$ cat src/include/e4csr_params.svh
// offsets, field positions, reset values and constants of the csr decoder
// assumes word addresses of 16 bits and 32-bit data words
`ifndef E4CSR_PARAMS_SVH
`define E4CSR_PARAMS_SVH

`define E4C_RSVD_VALUE 32'h00000000
`define E4C_PAGE_FIRST 4'h3
`define E4C_PAGE_LAST 4'hB
`define E4C_PAGE_COUNT 9
`define E4C_REL_REVID 8'h00
`define E4C_REL_SCRATCH 8'h01
`define E4C_REL_NAME0 8'h02
`define E4C_REL_NAME2 8'h04
`define E4C_RSV_LO 16'h0100
`define E4C_RSV_HI 16'h02FF
`define E4C_KR_LO 16'h00B0
`define E4C_KR_HI 16'h00BD
`define E4C_KR_FEC_LO 16'h00B8
`define E4C_AN_LO 16'h00C0
`define E4C_AN_HI 16'h00CC
`define E4C_LT_LO 16'h00D0
`define E4C_LT_HI 16'h00EB
`define E4C_KR_INT_BIT 10
`define E4C_PHY_LO 16'h0310
`define E4C_PHY_HI 16'h0344
`define E4C_LF_CFG 16'h0405
`define E4C_GAP_TRIM 16'h0406
`define E4C_TX_MAX 16'h0407
`define E4C_RX_MAX 16'h0506
`define E4C_FCS_FWD 16'h0507
`define E4C_LF_STAT 16'h0508
`define E4C_LEN_CHK 16'h050A
`define E4C_TXP_LO 16'h0605
`define E4C_TXP_HI 16'h060A
`define E4C_RXP_LO 16'h0700
`define E4C_RXP_HI 16'h0703
`define E4C_TXS_LO 16'h0800
`define E4C_TXS_HI 16'h0837
`define E4C_TXS2_LO 16'h0860
`define E4C_TXS2_HI 16'h0861
`define E4C_TXC_CFG 16'h0845
`define E4C_TXC_STAT 16'h0846
`define E4C_RXS_LO 16'h0900
`define E4C_RXS_HI 16'h0937
`define E4C_RXS2_LO 16'h0960
`define E4C_RXS2_HI 16'h0961
`define E4C_RXC_CFG 16'h0945
`define E4C_RXC_STAT 16'h0946
`define E4C_TXT_LO 16'h0A00
`define E4C_TXT_HI 16'h0A0C
`define E4C_RXT_LO 16'h0B00
`define E4C_RXT_HI 16'h0B06
`define E4C_XCVR_PAGE 4'h4
`define E4C_FRAME_MAX_RST 16'h05EE
`define E4C_REVID_VALUE 32'h00000001
`define E4C_NAME0_VALUE 32'h65346331
`define E4C_NAME1_VALUE 32'h65346332
`define E4C_NAME2_VALUE 32'h65346333

`endif

$ cat src/include/e4csr_pkg.sv
// types of the csr decoder: request, forward port, decoder state
// assumes the constants of e4csr_params.svh
package e4csr_pkg;

  typedef enum logic [3:0] {
    E4CSR_CAT_NONE = 4'h0,
    E4CSR_CAT_KR = 4'h1,
    E4CSR_CAT_PHY = 4'h2,
    E4CSR_CAT_TXPAUSE = 4'h3,
    E4CSR_CAT_RXPAUSE = 4'h4,
    E4CSR_CAT_TXSTAT = 4'h5,
    E4CSR_CAT_RXSTAT = 4'h6,
    E4CSR_CAT_TXPTP = 4'h7,
    E4CSR_CAT_RXPTP = 4'h8,
    E4CSR_CAT_XCVR = 4'h9
  } e4csr_cat_t;

  typedef struct packed {
    logic rd;
    logic wr;
    logic [15:0] addr;
    logic [31:0] wdata;
  } e4csr_req_t;

  typedef struct packed {
    logic rd;
    logic wr;
    e4csr_cat_t cat;
    logic [1:0] lane;
    logic [15:0] addr;
    logic [31:0] wdata;
  } e4csr_fwd_t;

  typedef struct packed {
    logic [8:0][31:0] scratch;
    logic [31:0] lf_cfg;
    logic [31:0] gap_trim;
    logic [15:0] tx_max;
    logic [15:0] rx_max;
    logic [31:0] fcs_fwd;
    logic len_chk_en;
    logic [31:0] txc_cfg;
    logic [31:0] rxc_cfg;
    logic p_rd;
    logic p_fwd;
    logic [31:0] p_rdata;
    e4csr_fwd_t fwd;
    logic [31:0] rdata;
    logic rvalid;
    logic waitreq;
    logic [31:0] tx_too_long_count;
    logic [31:0] rx_too_long_count;
    logic rx_len_err;
  } e4csr_state_t;

endpackage

$ cat src/verilog/e4csr_decoder.sv
// word-addressed csr decoder and local register map of the 40g mac/phy
// assumes a host that holds each request one cycle and sub-blocks that answer
// forwarded reads combinationally in the same cycle as the strobe
`timescale 1ns/100ps
`include "e4csr_params.svh"

module e4csr_decoder
  import e4csr_pkg::*;
#(
  parameter bit EN_KR = 1'b1,
  parameter bit EN_FEC = 1'b1,
  parameter bit EN_AN = 1'b1,
  parameter bit EN_LT = 1'b1,
  parameter bit EN_LF = 1'b1,
  parameter bit EN_GAP = 1'b1,
  parameter logic [1:0] FC_MODE = 2'h1,
  parameter bit EN_TXSTAT = 1'b1,
  parameter bit EN_RXSTAT = 1'b1,
  parameter bit EN_PTP = 1'b1,
  parameter bit EN_XCVR = 1'b1
) (
  // clock, reset, enable
  input wire logic mclk,
  input wire logic resetn,
  input wire logic ce,
  // control and status port
  input wire e4csr_req_t csr_req,
  output e4csr_state_t dummy_unused_never,
  output logic [31:0] csr_rdata,
  output logic csr_rdata_valid,
  output logic csr_waitrequest,
  // sub-block forward port
  output e4csr_fwd_t fwd,
  input wire logic [31:0] fwd_rdata,
  // mac status inputs
  input wire logic [31:0] lf_status,
  input wire logic [31:0] txc_status,
  input wire logic [31:0] rxc_status,
  // frame events
  input wire logic tx_frame_done,
  input wire logic [15:0] tx_frame_len,
  input wire logic rx_frame_done,
  input wire logic [15:0] rx_frame_len,
  input wire logic rx_len_mismatch,
  // configuration and event outputs
  output logic [31:0] lf_cfg,
  output logic [31:0] gap_column_trim,
  output logic [31:0] fcs_forward_setup,
  output logic [31:0] tx_counter_setup,
  output logic [31:0] rx_counter_setup,
  output logic [31:0] tx_too_long_count,
  output logic [31:0] rx_too_long_count,
  output logic rx_len_error
);

  e4csr_state_t s;
  e4csr_state_t n;
  logic [8:0] page_on;

  ////////////////////////////////////////////////////////////////////////////
  // page presence per build option

  always_comb begin
    page_on[0] = 1'b1;
    page_on[1] = 1'b1;
    page_on[2] = 1'b1;
    page_on[3] = FC_MODE != 2'h0;
    page_on[4] = FC_MODE != 2'h0;
    page_on[5] = EN_TXSTAT;
    page_on[6] = EN_RXSTAT;
    page_on[7] = EN_PTP;
    page_on[8] = EN_PTP;
  end

  ////////////////////////////////////////////////////////////////////////////
  // next state

  always_comb begin
    logic [15:0] a;
    logic take;
    logic wr;
    logic fwd_hit;
    e4csr_cat_t cat;
    logic [31:0] lrd;
    logic [3:0] pidx;
    a = csr_req.addr;
    take = !s.waitreq;
    wr = take && csr_req.wr;
    fwd_hit = 1'b0;
    cat = E4CSR_CAT_NONE;
    lrd = `E4C_RSVD_VALUE;
    pidx = a[11:8] - `E4C_PAGE_FIRST;
    n = s;
    n.waitreq = 1'b0;
    // forwarded ranges; anything unmatched stays reserved
    if (a[15:12] == `E4C_XCVR_PAGE) begin
      fwd_hit = EN_XCVR;
      cat = E4CSR_CAT_XCVR;
    end else if (a[15:12] != 4'h0) begin
      fwd_hit = 1'b0;
    end else if (a >= `E4C_KR_LO && a <= `E4C_KR_HI) begin
      fwd_hit = EN_KR && (EN_FEC || a < `E4C_KR_FEC_LO);
      cat = E4CSR_CAT_KR;
    end else if (a >= `E4C_AN_LO && a <= `E4C_AN_HI) begin
      fwd_hit = EN_KR && EN_AN;
      cat = E4CSR_CAT_KR;
    end else if (a >= `E4C_LT_LO && a <= `E4C_LT_HI) begin
      fwd_hit = EN_KR && EN_LT;
      cat = E4CSR_CAT_KR;
    end else if (a >= `E4C_PHY_LO && a <= `E4C_PHY_HI) begin
      fwd_hit = 1'b1;
      cat = E4CSR_CAT_PHY;
    end else if (a >= `E4C_TXP_LO && a <= `E4C_TXP_HI) begin
      fwd_hit = FC_MODE != 2'h0;
      cat = E4CSR_CAT_TXPAUSE;
    end else if (a >= `E4C_RXP_LO && a <= `E4C_RXP_HI) begin
      fwd_hit = FC_MODE != 2'h0;
      cat = E4CSR_CAT_RXPAUSE;
    end else if ((a >= `E4C_TXS_LO && a <= `E4C_TXS_HI) ||
                 (a >= `E4C_TXS2_LO && a <= `E4C_TXS2_HI)) begin
      fwd_hit = EN_TXSTAT;
      cat = E4CSR_CAT_TXSTAT;
    end else if ((a >= `E4C_RXS_LO && a <= `E4C_RXS_HI) ||
                 (a >= `E4C_RXS2_LO && a <= `E4C_RXS2_HI)) begin
      fwd_hit = EN_RXSTAT;
      cat = E4CSR_CAT_RXSTAT;
    end else if (a >= `E4C_TXT_LO && a <= `E4C_TXT_HI && a[7:0] > `E4C_REL_NAME2) begin
      fwd_hit = EN_PTP;
      cat = E4CSR_CAT_TXPTP;
    end else if (a >= `E4C_RXT_LO && a <= `E4C_RXT_HI && a[7:0] > `E4C_REL_NAME2) begin
      fwd_hit = EN_PTP;
      cat = E4CSR_CAT_RXPTP;
    end
    // per-page revision, scratch and name words
    if (a[15:12] == 4'h0 && a[11:8] >= `E4C_PAGE_FIRST && a[11:8] <= `E4C_PAGE_LAST &&
        a[7:0] <= `E4C_REL_NAME2 && page_on[pidx]) begin
      fwd_hit = 1'b0;
      unique case (a[7:0])
        `E4C_REL_REVID: lrd = `E4C_REVID_VALUE;
        `E4C_REL_SCRATCH: lrd = s.scratch[pidx];
        8'h02: lrd = `E4C_NAME0_VALUE;
        8'h03: lrd = `E4C_NAME1_VALUE;
        default: lrd = `E4C_NAME2_VALUE;
      endcase
      if (wr && a[7:0] == `E4C_REL_SCRATCH) begin
        n.scratch[pidx] = csr_req.wdata;
      end
    end
    // local mac words; read-only and absent words drop writes
    unique case (a)
      `E4C_LF_CFG: if (EN_LF) begin
        lrd = s.lf_cfg;
        if (wr) n.lf_cfg = csr_req.wdata;
      end
      `E4C_GAP_TRIM: if (EN_GAP) begin
        lrd = s.gap_trim;
        if (wr) n.gap_trim = csr_req.wdata;
      end
      `E4C_TX_MAX: begin
        lrd = {16'h0000, s.tx_max};
        if (wr) n.tx_max = csr_req.wdata[15:0];
      end
      `E4C_RX_MAX: begin
        lrd = {16'h0000, s.rx_max};
        if (wr) n.rx_max = csr_req.wdata[15:0];
      end
      `E4C_FCS_FWD: begin
        lrd = s.fcs_fwd;
        if (wr) n.fcs_fwd = csr_req.wdata;
      end
      `E4C_LF_STAT: lrd = EN_LF ? lf_status : 32'h00000000;
      `E4C_LEN_CHK: begin
        lrd = {31'h00000000, s.len_chk_en};
        if (wr) n.len_chk_en = csr_req.wdata[0];
      end
      `E4C_TXC_CFG: if (EN_TXSTAT) begin
        lrd = s.txc_cfg;
        if (wr) n.txc_cfg = csr_req.wdata;
      end
      `E4C_TXC_STAT: if (EN_TXSTAT) lrd = txc_status;
      `E4C_RXC_CFG: if (EN_RXSTAT) begin
        lrd = s.rxc_cfg;
        if (wr) n.rxc_cfg = csr_req.wdata;
      end
      `E4C_RXC_STAT: if (EN_RXSTAT) lrd = rxc_status;
      default: begin
      end
    endcase
    // forward strobe, kr remap and lane select
    n.fwd.rd = take && csr_req.rd && fwd_hit;
    n.fwd.wr = wr && fwd_hit;
    n.fwd.cat = fwd_hit ? cat : E4CSR_CAT_NONE;
    n.fwd.lane = a[11:10];
    n.fwd.addr = a;
    if (cat == E4CSR_CAT_KR) begin
      n.fwd.addr[`E4C_KR_INT_BIT] = 1'b1;
    end
    n.fwd.wdata = csr_req.wdata;
    // fixed two-cycle read answer
    n.p_rd = take && csr_req.rd && !csr_req.wr;
    n.p_fwd = fwd_hit;
    n.p_rdata = lrd;
    n.rvalid = s.p_rd;
    if (s.p_rd) begin
      n.rdata = s.p_fwd ? fwd_rdata : s.p_rdata;
    end
    // oversize counting and length error flag
    if (tx_frame_done && tx_frame_len > s.tx_max) begin
      n.tx_too_long_count = s.tx_too_long_count + 32'h00000001;
    end
    if (rx_frame_done && rx_frame_len > s.rx_max) begin
      n.rx_too_long_count = s.rx_too_long_count + 32'h00000001;
    end
    n.rx_len_err = rx_frame_done && rx_len_mismatch && s.len_chk_en;
    n.fwd.rd = n.fwd.rd && !(take && csr_req.wr);
  end

  ////////////////////////////////////////////////////////////////////////////
  // state register

  always_ff @(posedge mclk or negedge resetn) begin
    if (!resetn) begin
      s <= '0;
      s.tx_max <= `E4C_FRAME_MAX_RST;
      s.rx_max <= `E4C_FRAME_MAX_RST;
      s.waitreq <= 1'b1;
    end else if (ce) begin
      s <= n;
    end
  end

  ////////////////////////////////////////////////////////////////////////////
  // outputs

  always_comb begin
    dummy_unused_never = s;
    csr_rdata = s.rdata;
    csr_rdata_valid = s.rvalid;
    csr_waitrequest = s.waitreq;
    fwd = s.fwd;
    lf_cfg = s.lf_cfg;
    gap_column_trim = s.gap_trim;
    fcs_forward_setup = s.fcs_fwd;
    tx_counter_setup = s.txc_cfg;
    rx_counter_setup = s.rxc_cfg;
    tx_too_long_count = s.tx_too_long_count;
    rx_too_long_count = s.rx_too_long_count;
    rx_len_error = s.rx_len_err;
  end
endmodule
$ cat config.mk
export PLATFORM = sky130hd
export DESIGN_NAME = e4csr_decoder
export DESIGN_NICKNAME = d
export VERILOG_FILES = /design/src/include/e4csr_pkg.sv /design/src/verilog/e4csr_decoder.sv
export VERILOG_INCLUDE_DIRS = /design/src /design/src/include
export SDC_FILE = /design/constraint.sdc
export NUM_CORES = 1
export LEC_CHECK = 0
export BUFFER_PORTS_ARGS = -buffer_cell sky130_fd_sc_hd__buf_2
export CORE_AREA = 8 8 461 463
export DETAILED_ROUTE_END_ITERATION = 8
export DIE_AREA = 0 0 469 471
export SLEW_MARGIN = 20
export SYNTH_ARGS = -nofsm -noshare
export SYNTH_HDL_FRONTEND = slang
export SYNTH_SLANG_ARGS = --single-unit
$ cat constraint.sdc
create_clock -name mclk -period 2.6 [get_ports mclk]
set_clock_uncertainty 0.15 [all_clocks]
set_input_delay 0.39 -clock mclk [delete_from_list [all_inputs] [get_ports mclk]]
set_output_delay 0.39 -clock mclk [all_outputs]
set_load 0.01 [all_outputs]
Word-level counts from Yosys, hierarchy flattened
Memory sizes are Yosys's and may differ from the RTL's.
Cells that the tools add are included.
{"block": "word_totals", "reg_bits": 670, "mem_bits_ro": 16, "input_bits": 216, "n_memories": 1}
{"name": "(name not given)", "words": 16, "word_bits": 1, "rd": 1, "rd_ports_with_merged_regs": 0, "wr": 0, "line": "e4csr_decoder.sv:136", "text": "a[7:0] <= `E4C_REL_NAME2 && page_on[pidx]) begin"}
{"block": "classes", "addsub": 3, "magnitude_cmp": 32, "n_eq_ne": 16, "mux": 37, "reduce_logical": 50}
{"op": "32-bit one-hot mux with 11 select lines", "count": 1}
{"op": "288-bit bitwise mux", "count": 1}
{"op": "32-bit binary-select mux with 4-bit select", "count": 1}
{"op": "32-bit demux with 4-bit select", "count": 1}
{"op": "32-bit 2-to-1 mux", "count": 4}
{"op": "32-bit one-hot mux with 4 select lines", "count": 1}
{"op": "16-bit by 11-bit == test with 1-bit output (second input constant)", "count": 7}
{"op": "16-bit by 12-bit greater-or-equal comparator with 1-bit output (second input constant)", "count": 6}
{"op": "16-bit by 12-bit <= comparator with 1-bit output (second input constant)", "count": 6}
{"op": "32-bit by 1-bit adder with 32-bit output (second input constant)", "count": 2}
{"op": "16-bit by 12-bit == test with 1-bit output (second input constant)", "count": 4}
{"op": "4-bit 2-to-1 mux", "count": 13}
{"op": "16-bit by 8-bit greater-or-equal comparator with 1-bit output (second input constant)", "count": 3}
{"op": "16-bit by 8-bit <= comparator with 1-bit output (second input constant)", "count": 3}
{"op": "16-bit by 11-bit greater-or-equal comparator with 1-bit output (second input constant)", "count": 2}
{"op": "16-bit greater-than comparator", "count": 2}
{"op": "16-bit by 11-bit <= comparator with 1-bit output (second input constant)", "count": 2}
{"op": "1-bit logical AND", "count": 30}
{"op": "3-bit AND reduction", "count": 9}
{"op": "8-bit by 2-bit == test with 1-bit output (second input constant)", "count": 2}
{"op": "16-bit by 10-bit greater-or-equal comparator with 1-bit output (second input constant)", "count": 1}
{"op": "16-bit by 10-bit <= comparator with 1-bit output (second input constant)", "count": 1}
{"op": "1-bit 2-to-1 mux", "count": 15}
{"op": "8-bit by 1-bit == test with 1-bit output (second input constant)", "count": 1}
{"op": "15 further kinds", "count": 20}

Depth between registers and ports, before layout
Gate-level depths: netlist of run 1.
{"block": "logic_depth", "depth_word": 18, "ltp_mapped": 11, "mapped_depth_nobuf": 9}

Least setup slack after synthesis of run 1
No wires, ideal clock.
{"block": "synth_path", "path_type": "input port to flip-flop", "startpoint": "in csr_req[40] (netlist bit)", "endpoint": "reg s, in the netlist dummy_unused_never[185]", "setup_ns": 0.126, "arrival_ns": 2.669, "slack_ns": -0.345, "path_stages": 11, "path_buffers": 3, "cell_sequence": "clkbuf_1 inv_1 ha_1 clkbuf_1 buf_1 mux4_2 nand2_1 a21oi_1 a311oi_1 nor2_1 o32a_1"}
{"block": "synth_via", "elab_chain_len": 7, "elab_cells_between_ends": 25, "cone_classes": "add/sub: 1; order compare: 2; eq/ne: 11; mux: 6; reduce/logical: 4; memory: 1"}
{"item": "start, declared", "line": "e4csr_decoder.sv:27", "text": "input wire e4csr_req_t csr_req,"}
{"item": "parallel branches: the longest is 6 deep, another holds 4-bit by 2-bit subtractor with 4-bit output"}
{"item": "32-bit one-hot mux with 11 select lines *", "line": "e4csr_decoder.sv:150", "text": "unique case (a)"}
{"item": "end signal, assigned", "line": "e4csr_decoder.sv:228", "text": "s <= n;"}
{"item": "end, declared", "line": "e4csr_decoder.sv:56", "text": "e4csr_state_t s;"}
Mark *: on every way between the ends. The select of a mux whose other input is x is not followed.
A chain may end at the register's enable or synchronous reset.

Worst setup path in the final report of run 1
{"block": "layout_path", "startpoint": "reg s, in the netlist dummy_unused_never[299]", "endpoint": "reg s, in the netlist rx_too_long_count[20]"}
{"block": "layout_via", "elab_chain_len": 3}
{"item": "16-bit greater-than comparator", "line": "e4csr_decoder.sv:211", "text": "if (rx_frame_done && rx_frame_len > s.rx_max) begin"}
{"item": "1-bit logical AND", "line": "e4csr_decoder.sv:211"}
{"item": "2-bit AND reduction (no line)"}
No other way between the ends.

==> report_table.html, run 1 <==
<table>
<tr><th>Metric</th><th>Value</th></tr>
<tr><th colspan="2">Status</th></tr>
<tr><td>Status</td><td>complete, but fails checks</td></tr>
<tr><td>Failing checks</td><td>setup timing</td></tr>
<tr><th colspan="2">Worst setup path</th></tr>
<tr><td>Buffering stage count on the worst path with inverters included</td><td>3</td></tr>
<tr><td>Crit path capture type</td><td>flop</td></tr>
<tr><td>Worst Path Arrival</td><td>roughly 3.2 ns</td></tr>
<tr><td>CP Cell Sequence</td><td>inv_1 -&gt; ha_1 -&gt; nand4_1 -&gt; or2_4 -&gt; buf_6 -&gt; o22a_4 -&gt; a311oi_4 -&gt; buf_6 -&gt; nand4_1 -&gt; xnor2_1</td></tr>
<tr><td>Worst path slowest cell</td><td>sky130_fd_sc_hd__dfrtp_1</td></tr>
<tr><td>R2r worst-path depth</td><td>10</td></tr>
<tr><td>Critical setup path kind</td><td>flop to flop</td></tr>
<tr><td>Instance count on the critical path</td><td>10</td></tr>
<tr><td>CP delay by family, top</td><td>simple AND/OR/NAND/NOR gates</td></tr>
<tr><td>CP Max Fanout</td><td>6</td></tr>
<tr><td>Slowest stage delay, CP</td><td>roughly 0.35 ns</td></tr>
<tr><td>Crit path launch type</td><td>flop</td></tr>
<tr><td>Required time of the worst setup path</td><td>3.06 ns</td></tr>
<tr><th colspan="2">Die</th></tr>
<tr><td>Top-Level Pins</td><td>approximately 1200</td></tr>
<tr><td>Overall die area</td><td>221000 µm²</td></tr>
<tr><td>Horizontal die dimension</td><td>approximately 470 µm</td></tr>
<tr><td>Die outline height</td><td>471 µm</td></tr>
<tr><td>Core area</td><td>slightly above 200000 µm²</td></tr>
<tr><td>Initial standard-cell utilization of the core</td><td>16.7%</td></tr>
<tr><td>Number of standard-cell rows in the floorplan</td><td>between 150 and 200</td></tr>
<tr><th colspan="2">Cells and area</th></tr>
<tr><td>Post-route standard cell area excluding fillers</td><td>between 50000 and 60000 µm²</td></tr>
<tr><td>Fraction of layout cells with a size suffix above 1</td><td>between 50 and 60%</td></tr>
<tr><td>Most common library cell in the layout ignoring fill and taps</td><td>sky130_fd_sc_hd__buf_2</td></tr>
<tr><td>Area Growth Syn to Fin</td><td>45.8%</td></tr>
<tr><td>Most used cells in the layout excluding fill and tap cells</td><td>sky130_fd_sc_hd__buf_2 (1198), sky130_fd_sc_hd__dfrtp_1 (649), sky130_fd_sc_hd__mux2_2 (331), sky130_fd_sc_hd__buf_4 (295), sky130_fd_sc_hd__mux2_4 (184)</td></tr>
<tr><td>Net total in the final layout</td><td>4327</td></tr>
<tr><th colspan="2">Flow run</th></tr>
<tr><td>Count of maximum capacitance violations</td><td>0</td></tr>
<tr><th colspan="2">Routing</th></tr>
<tr><td>Average vias per placed instance</td><td>about 4.5</td></tr>
<tr><td>Number of routed nets with antenna violations</td><td>0</td></tr>
<tr><td>Router iterations before antenna repair</td><td>9</td></tr>
<tr><td>Final WL</td><td>260000 µm</td></tr>
<tr><td>DRC errors left</td><td>0</td></tr>
<tr><td>Total vias in the final route</td><td>30700</td></tr>
<tr><td>Initial drt markers</td><td>2850</td></tr>
<tr><td>Routed len/inst</td><td>between 30 and 40 µm</td></tr>
<tr><th colspan="2">Global routing</th></tr>
<tr><td>Overall track demand over capacity in global routing</td><td>between 20 and 25%</td></tr>
<tr><td>Congestion Overflow GR</td><td>0</td></tr>
<tr><td>Number of global-route vias before repair</td><td>roughly 31000</td></tr>
<tr><td>First-pass GRT wire length</td><td>329000 µm</td></tr>
<tr><td>Maximum number of pins on one net before global-route repair</td><td>81</td></tr>
<tr><td>Antenna violations before repair</td><td>88</td></tr>
<tr><th colspan="2">Synth</th></tr>
<tr><td>Flip-flop and latch count after synthesis</td><td>roughly 670</td></tr>
<tr><td>Cell count after synthesis</td><td>2773</td></tr>
<tr><td>Average size of a mapped cell</td><td>between 10 and 15 µm²</td></tr>
<tr><td>Post-Syn Nets</td><td>3028</td></tr>
<tr><td>Cell type contributing the most total cell area after synthesis</td><td>sky130_fd_sc_hd__dfrtp_1</td></tr>
<tr><td>Number of warnings reported in the yosys synthesis log</td><td>0</td></tr>
<tr><td>Main synth FF type</td><td>sky130_fd_sc_hd__dfrtp_1</td></tr>
<tr><td>Asr flop ratio synth</td><td>100%</td></tr>
<tr><td>Syn Std Cell Area</td><td>roughly 34000 µm²</td></tr>
<tr><td>Share of the synthesized area in the top cell type</td><td>47.5%</td></tr>
<tr><td>Fraction of the yosys area taken by sequential cells</td><td>around half</td></tr>
<tr><td>Library cells used by synthesis</td><td>71</td></tr>
<tr><td>Largest cells by area after synthesis</td><td>sky130_fd_sc_hd__dfrtp_1 (47%), sky130_fd_sc_hd__mux2_2 (11%), sky130_fd_sc_hd__buf_4 (6.9%)</td></tr>
<tr><td>Post-synth EDFFs</td><td>0</td></tr>
<tr><th colspan="2">CTS</th></tr>
<tr><td>TritonCTS buffer count</td><td>87</td></tr>
<tr><td>Buffer type at the clock tree root</td><td>sky130_fd_sc_hd__clkbuf_16</td></tr>
<tr><td>Clock sinks</td><td>approximately 670</td></tr>
<tr><td>CTS HTree Levels</td><td>3</td></tr>
<tr><td>Clock latency on the worst-skew pair</td><td>0.71 ns</td></tr>
<tr><td>Clock slew at the register clock pins of the worst setup and hold paths</td><td>about 0.06 ns</td></tr>
<tr><td>CTS tree</td><td>yes</td></tr>
<tr><td>Maximum root-to-sink buffer count</td><td>3</td></tr>
<tr><th colspan="2">STA</th></tr>
<tr><td>Final Slew Violations</td><td>0</td></tr>
<tr><td>Portion of the clock cycle consumed by the worst path in the final layout</td><td>104%</td></tr>
<tr><td>Min setup slack post-route</td><td>-0.102 ns</td></tr>
<tr><td>Final setup fails</td><td>21</td></tr>
<tr><td>Worst rel slew slack</td><td>around 22%</td></tr>
<tr><td>RSZ-0062 raised after global routing</td><td>true</td></tr>
<tr><td>Transition at the pin with the smallest max-transition slack</td><td>around 1.2 ns</td></tr>
<tr><td>F_max</td><td>roughly 0.37 GHz</td></tr>
<tr><td>Final min period</td><td>about 2.7 ns</td></tr>
<tr><td>Final count of hold timing violations</td><td>0</td></tr>
<tr><th colspan="2">Placed design</th></tr>
<tr><td>DP Area</td><td>roughly 45000 µm²</td></tr>
<tr><td>Count of input and output buffers</td><td>1200</td></tr>
<tr><td>Final HPWL from detailed placement</td><td>roughly 220000 µm</td></tr>
<tr><td>Post-Place Setup Slack</td><td>-1.32 ns</td></tr>
<tr><td>Weighted congestion reported at the end of routability-driven placement</td><td>0.954</td></tr>
<tr><th colspan="2">Power and ir drop</th></tr>
<tr><td>Worst-case vdd ir drop</td><td>roughly 0.46 mV</td></tr>
<tr><td>Total leakage power</td><td>between 20 and 30 nW</td></tr>
<tr><td>Power per unit of standard cell area</td><td>~560 nW/µm²</td></tr>
<tr><th colspan="2">Min path</th></tr>
<tr><td>Cells on Worst Hold Path</td><td>4</td></tr>
<tr><td>Worst Hold Class</td><td>primary input to flop</td></tr>
</table>
-- layer usage --
metal	track usage, %	up-vias	routed length, µm	share of wire [%]
met5	0	-	159	0.061
li1	-	12400	-	-
met1	29.0	16000	109000	42
met3	10.7	349	33600	13
met2	31.5	1946	104000	40
met4	9.01	24	12500	4.8
-- tightest hold or removal path, cell delays in order --
cell and delay, ns:
sky130_fd_sc_hd__buf_2 0.09, sky130_fd_sc_hd__a221oi_2 0.10, sky130_fd_sc_hd__nand4_1 0.15, sky130_fd_sc_hd__o22a_1 0.14
-- synthesized netlist by cell type (21+ instances only) --
cell / number
sky130_fd_sc_hd__dfrtp_1: 652
sky130_fd_sc_hd__mux2_2: 332
sky130_fd_sc_hd__buf_4: 317
sky130_fd_sc_hd__clkbuf_1: 122
sky130_fd_sc_hd__mux2_4: 120
sky130_fd_sc_hd__nor2_1: 117
sky130_fd_sc_hd__nand2_1: 106
sky130_fd_sc_hd__a21oi_1: 92
sky130_fd_sc_hd__mux2_1: 67
sky130_fd_sc_hd__mux4_2: 64
sky130_fd_sc_hd__nand3_1: 61
sky130_fd_sc_hd__a22oi_1: 58
sky130_fd_sc_hd__inv_1: 51
sky130_fd_sc_hd__nand4_1: 45
sky130_fd_sc_hd__ha_1: 39
sky130_fd_sc_hd__xnor2_1: 37
sky130_fd_sc_hd__buf_2: 35
sky130_fd_sc_hd__mux2i_1: 34
sky130_fd_sc_hd__nor3_1: 34
sky130_fd_sc_hd__o21ai_0: 34
sky130_fd_sc_hd__xor2_1: 29
sky130_fd_sc_hd__a221oi_1: 25
sky130_fd_sc_hd__a222oi_1: 23
sky130_fd_sc_hd__nor4_1: 21
-- cells by family after synthesis --
kind of cell | after synthesis | share of synthesized area, %
buffers and inverters | 557 | 9.98
flip-flops | 669 | 48.8
AND/OR/NAND/NOR | 482 | 7.53
adder cells (fa/ha/maj) | 39 | 1.42
XOR/XNOR | 66 | 1.68
AO/OA/AOI/OAI | 343 | 7.11
multiplexers | 617 | 23.5
-- cell type report --
cell class,instances,area (µm²)
flip-flops and latches,669,16800
well taps,2704,3380
diodes,42,105
fillers,21900,156000
clock inverters,45,616
multi-input cells,1547,15200
inverters,51,191
repair buffers,1716,11400
clock buffers,112,2440
-- final timing paths --
check	start	endpoint	slack, ns
setup / recovery	dummy_unused_never[299]	rx_too_long_count[20]	-0.10
hold / removal	rxc_status[2]	dummy_unused_never[157]	0.04
setup reg to reg	dummy_unused_never[299]	rx_too_long_count[20]	-0.10
hold reg to reg	csr_waitrequest	csr_waitrequest	0.37
max in group asynchronous	resetn	dummy_unused_never[398]	1.27
min in group asynchronous	resetn	dummy_unused_never[652]	0.09
-- registers in the layout, summed over array words and instances, names as in the netlist, 32 cells and up --
name / cells
csr_rdata: 32
dummy_unused_never: 410
fcs_forward_setup: 32
gap_column_trim: 32
lf_cfg: 32
rx_counter_setup: 32
rx_too_long_count: 32
tx_counter_setup: 32
tx_too_long_count: 32
-- stage by stage --
step	util [%]	power (mW)	cells	setup TNS, ns	hold slack [ns]
final	24.4	27.9	6886	-1.12	0.0408
after global routing	24.3	28.8	6867	-4.00	0.00761
after CTS	24.1	28.2	6834	-1.19	0.00208
after detailed placement	21.8	14.7	6548	-237.74	0.236
after global placement	21.8	14.7	6544	-236.79	0.230
after floorplan	-	12.6	2773	-30.52	-0.0556
-- what timing repair did --
| action | 4_1_cts | 5_1_grt |
|---|---|---|
| resized for setup | 71 | 73 |
| hold buffers | 116 | 1 |
| pin swaps | 39 | 43 |
| gates cloned | 2 | 2 |
| buffers inserted | 12 | 9 |
| hold endpoints to repair | 268 | 1 |
| endpoints found under the setup margin | 69 | 73 |
-- report_power, final --
part           switching [mW]  internal [mW]  leakage (nW)
clock                    5.36           7.78          1.50
sequential              0.371           10.7          8.98
combinational            2.35           1.33          15.5
total                    8.08           19.8          26.0
Power figures use the tool's default switching activity.
==> run 2, diff against run 1 <==
--- a/config.mk
+++ b/config.mk
@@ -7,9 +7,9 @@
 export NUM_CORES = 1
 export LEC_CHECK = 0
 export BUFFER_PORTS_ARGS = -buffer_cell sky130_fd_sc_hd__buf_2
-export CORE_AREA = 8 8 461 463
+export CORE_AREA = 8 8 456 458
 export DETAILED_ROUTE_END_ITERATION = 8
-export DIE_AREA = 0 0 469 471
+export DIE_AREA = 0 0 464 466
 export SLEW_MARGIN = 20
 export SYNTH_ARGS = -nofsm -noshare
 export SYNTH_HDL_FRONTEND = slang
==> constraint.sdc (replaced) <==
create_clock -name mclk -period 2.96 [get_ports mclk]
set_clock_uncertainty 0.15 [all_clocks]
set_input_delay 0.444 -clock mclk [delete_from_list [all_inputs] [get_ports mclk]]
set_output_delay 0.444 -clock mclk [all_outputs]
set_load 0.01 [all_outputs]
==> run 2 against run 1 <==
Net effect: count of clock-buffer cells in the layout up 14; via count is 0.65% lower; the run ends with DRC, setup timing left; first-iteration DRC count rose by 13%; cell area shrank 4.4%.
==> report_table.html, run 2 (synthesized netlist as in run 1, its figures left out) <==
<table>
<tr><th>Metric</th><th>Value</th></tr>
<tr><th colspan="2">Status</th></tr>
<tr><td>Status</td><td>complete, but fails checks</td></tr>
<tr><td>Failing checks</td><td>DRC, setup timing</td></tr>
<tr><th colspan="2">Worst setup path</th></tr>
<tr><td>Required time of the worst setup path</td><td>3.42 ns (+0.36 ns)</td></tr>
<tr><td>Crit path capture type</td><td>flop</td></tr>
<tr><td>Crit path launch type</td><td>primary input</td></tr>
<tr><td>CP Max Fanout</td><td>14 (+8)</td></tr>
<tr><td>Worst Path Arrival</td><td>3.46 ns (+0.30 ns)</td></tr>
<tr><td>Critical setup path kind</td><td>primary input to flop</td></tr>
<tr><th colspan="2">Die</th></tr>
<tr><td>Initial standard-cell utilization of the core</td><td>17.1% (+0.39 points)</td></tr>
<tr><td>Core area</td><td>201000 µm² (-2.3%)</td></tr>
<tr><td>Top-Level Pins</td><td>1201 (unchanged)</td></tr>
<tr><td>Overall die area</td><td>216000 µm² (-2.1%)</td></tr>
<tr><td>Number of standard-cell rows in the floorplan</td><td>165 (-1.2%)</td></tr>
<tr><td>Die outline height</td><td>466 µm (-1.1%)</td></tr>
<tr><td>Horizontal die dimension</td><td>464 µm (-1.1%)</td></tr>
<tr><th colspan="2">Global routing</th></tr>
<tr><td>Number of global-route vias before repair</td><td>30800 (-0.85%)</td></tr>
<tr><td>Congestion Overflow GR</td><td>0 (unchanged)</td></tr>
<tr><td>First-pass GRT wire length</td><td>330000 µm (+0.45%)</td></tr>
<tr><td>Maximum number of pins on one net before global-route repair</td><td>65 (-20%)</td></tr>
<tr><td>Overall track demand over capacity in global routing</td><td>22.7% (+0.36 points)</td></tr>
<tr><td>Antenna violations before repair</td><td>90 (+2.3%)</td></tr>
<tr><th colspan="2">STA</th></tr>
<tr><td>Min setup slack post-route</td><td>-0.0379 ns (+0.0640 ns)</td></tr>
<tr><td>Final min period</td><td>between 2 and 3 ns</td></tr>
<tr><td>Final setup fails</td><td>2 (-90%)</td></tr>
<tr><td>Transition at the pin with the smallest max-transition slack</td><td>1.41 ns (+0.243 ns)</td></tr>
<tr><td>Portion of the clock cycle consumed by the worst path in the final layout</td><td>101%</td></tr>
<tr><td>F_max</td><td>around 0.33 GHz</td></tr>
<tr><td>Worst rel slew slack</td><td>6.14% (-16 points)</td></tr>
<tr><td>Worst hold-check slack</td><td>0.0853 ns (+0.0445 ns)</td></tr>
<tr><td>Final Slew Violations</td><td>0 (unchanged)</td></tr>
<tr><td>RSZ-0062 raised after global routing</td><td>false</td></tr>
<tr><td>Final count of hold timing violations</td><td>0 (unchanged)</td></tr>
<tr><th colspan="2">Cells and area</th></tr>
<tr><td>Area Growth Syn to Fin</td><td>39.3%</td></tr>
<tr><td>Utilization of the core after routing</td><td>23.8% (-0.53 points)</td></tr>
<tr><td>Net total in the final layout</td><td>4197 (-3.0%)</td></tr>
<tr><td>Number of flip-flops in the largest register</td><td>410 (unchanged)</td></tr>
<tr><td>Most common library cell in the layout ignoring fill and taps</td><td>sky130_fd_sc_hd__buf_2</td></tr>
<tr><td>Final Non-Filler Cells</td><td>6726 (-2.3%)</td></tr>
<tr><td>Most used cells in the layout excluding fill and tap cells</td><td>sky130_fd_sc_hd__buf_2 (1198), sky130_fd_sc_hd__dfrtp_1 (650), sky130_fd_sc_hd__mux2_2 (332), sky130_fd_sc_hd__buf_4 (216), sky130_fd_sc_hd__mux2_4 (120)</td></tr>
<tr><td>Fraction of layout cells with a size suffix above 1</td><td>55.5% (-4.2 points)</td></tr>
<tr><th colspan="2">Routing</th></tr>
<tr><td>Final WL</td><td>257000 µm (-1.0%)</td></tr>
<tr><td>DRC errors left</td><td>6 (+6)</td></tr>
<tr><td>Initial drt markers</td><td>3213 (+13%)</td></tr>
<tr><td>Routed len/inst</td><td>38.2 µm (+1.3%)</td></tr>
<tr><td>Number of routed nets with antenna violations</td><td>0 (unchanged)</td></tr>
<tr><td>Average vias per placed instance</td><td>4.54 (+1.7%)</td></tr>
<tr><td>Router iterations before antenna repair</td><td>9 (unchanged)</td></tr>
<tr><td>Total vias in the final route</td><td>30500 (-0.65%)</td></tr>
<tr><th colspan="2">CTS</th></tr>
<tr><td>Maximum root-to-sink buffer count</td><td>3 (unchanged)</td></tr>
<tr><td>CTS HTree Levels</td><td>3 (unchanged)</td></tr>
<tr><td>Clock latency on the worst-skew pair</td><td>0.73 ns (+0.02 ns)</td></tr>
<tr><td>Clock slew at the register clock pins of the worst setup and hold paths</td><td>0.06 ns (about the same)</td></tr>
<tr><td>CTS tree</td><td>yes</td></tr>
<tr><td>Buffer type at the clock tree root</td><td>sky130_fd_sc_hd__clkbuf_16</td></tr>
<tr><td>Clock sinks</td><td>669 (unchanged)</td></tr>
<tr><td>TritonCTS buffer count</td><td>89 (+2.3%)</td></tr>
<tr><th colspan="2">Power and ir drop</th></tr>
<tr><td>Worst-case vdd ir drop</td><td>0.416 mV (-9.0%)</td></tr>
<tr><td>Power per unit of standard cell area</td><td>501 nW/µm² (-10%)</td></tr>
<tr><td>Total leakage power</td><td>24.8 nW (-4.5%)</td></tr>
<tr><td>Power, Total</td><td>24.0 mW (-14%)</td></tr>
<tr><th colspan="2">Min path</th></tr>
<tr><td>Worst Hold Class</td><td>primary input to flop</td></tr>
<tr><th colspan="2">Flow run</th></tr>
<tr><td>Count of maximum capacitance violations</td><td>0 (unchanged)</td></tr>
<tr><th colspan="2">Placed design</th></tr>
<tr><td>Final HPWL from detailed placement</td><td>215000 µm (-1.4%)</td></tr>
<tr><td>Count of input and output buffers</td><td>1200 (unchanged)</td></tr>
<tr><td>Number of instances in the placed design</td><td>6428 (-1.8%)</td></tr>
<tr><td>Weighted congestion reported at the end of routability-driven placement</td><td>0.965 (+1.2%)</td></tr>
</table>
[run 2: changes by cell type in the layout (fill, tap and decap cells not counted), sizes merged]
| cell | previous run | this run |
|---|---|---|
| diode | 42 | 40 |
| clkinv | 21 | 15 |
| bufinv | 11 | 3 |
| inv | 58 | 64 |
| dlygate4sd3 | 116 | 90 |
| clkbuf | 115 | 127 |
| buf | 1597 | 1493 |
[run 2: critical path, stage by stage]
cell and delay, ns:
sky130_fd_sc_hd__buf_2 0.19, sky130_fd_sc_hd__buf_4 0.19, sky130_fd_sc_hd__inv_1 0.10, sky130_fd_sc_hd__ha_1 0.25
sky130_fd_sc_hd__nand3b_1 0.16, sky130_fd_sc_hd__nor3_2 0.11, sky130_fd_sc_hd__buf_6 0.20, sky130_fd_sc_hd__a222oi_1 1.06
sky130_fd_sc_hd__a21oi_1 0.12, sky130_fd_sc_hd__dlygate4sd3_1 0.60
[run 2: routing by layer]
metal / global-route usage, % / part of all wire, % / vias to the layer above
met5: 0 / 0.081 / -
met4: 8.45 / 4.4 / 34
met2: 32.3 / 41 / 1999
met3: 11.7 / 13 / 342
li1: - / - / 12200
met1: 29.1 / 42 / 16000
[run 2: report_power, final]
part	internal, mW	switching, mW	leakage, nW
Sequential	9.40	0.367	8.98
Combinational	1.06	1.97	14.4
Clock	6.34	4.84	1.44
[run 2: worst paths after layout]
path                                      endpoint  slack [ns]  cells past startpoint               startpoint
min reg2reg                dummy_unused_never[463]        0.36                      1  dummy_unused_never[463]
min                        dummy_unused_never[168]        0.09                      4           txc_status[13]
max                        dummy_unused_never[183]       -0.04                     10              csr_req[41]
max in group asynchronous     rx_counter_setup[11]        1.39                      3                   resetn
max reg2reg                  rx_too_long_count[26]        0.16                     10  dummy_unused_never[296]
min in group asynchronous  dummy_unused_never[496]        0.25                      2                   resetn
[run 2: cell type report]
type                       count  area (µm²)
clock inverter                37         452
inverter                      51         191
antenna                       40         100
timing repair buffer        1584       10100
sequential                   669       16800
fill                       21500      153000
clock buffer                 126        2540
tap                         2672        3340
multi-input combinational   1547       14400
[run 2: repair_timing]
action / CTS / global route
buffers inserted: 0 / 4
pin swaps: 0 / 4
endpoints found under the setup margin: 18 / 13
hold endpoints to repair: 103 / 0
resized for setup: 5 / 9
hold buffers: 90 / 0
[run 2: stage by stage]
stage,setup slack (ns),setup TNS [ns],area (µm²)
detailed placement,-0.900,-91.61,43800
finish,-0.0379,-0.0386,47900
global placement,-1.30,-101.75,43800
CTS,0.00546,0,47700
global route,0.000875,0,47800
floorplan,0.0961,0,34400
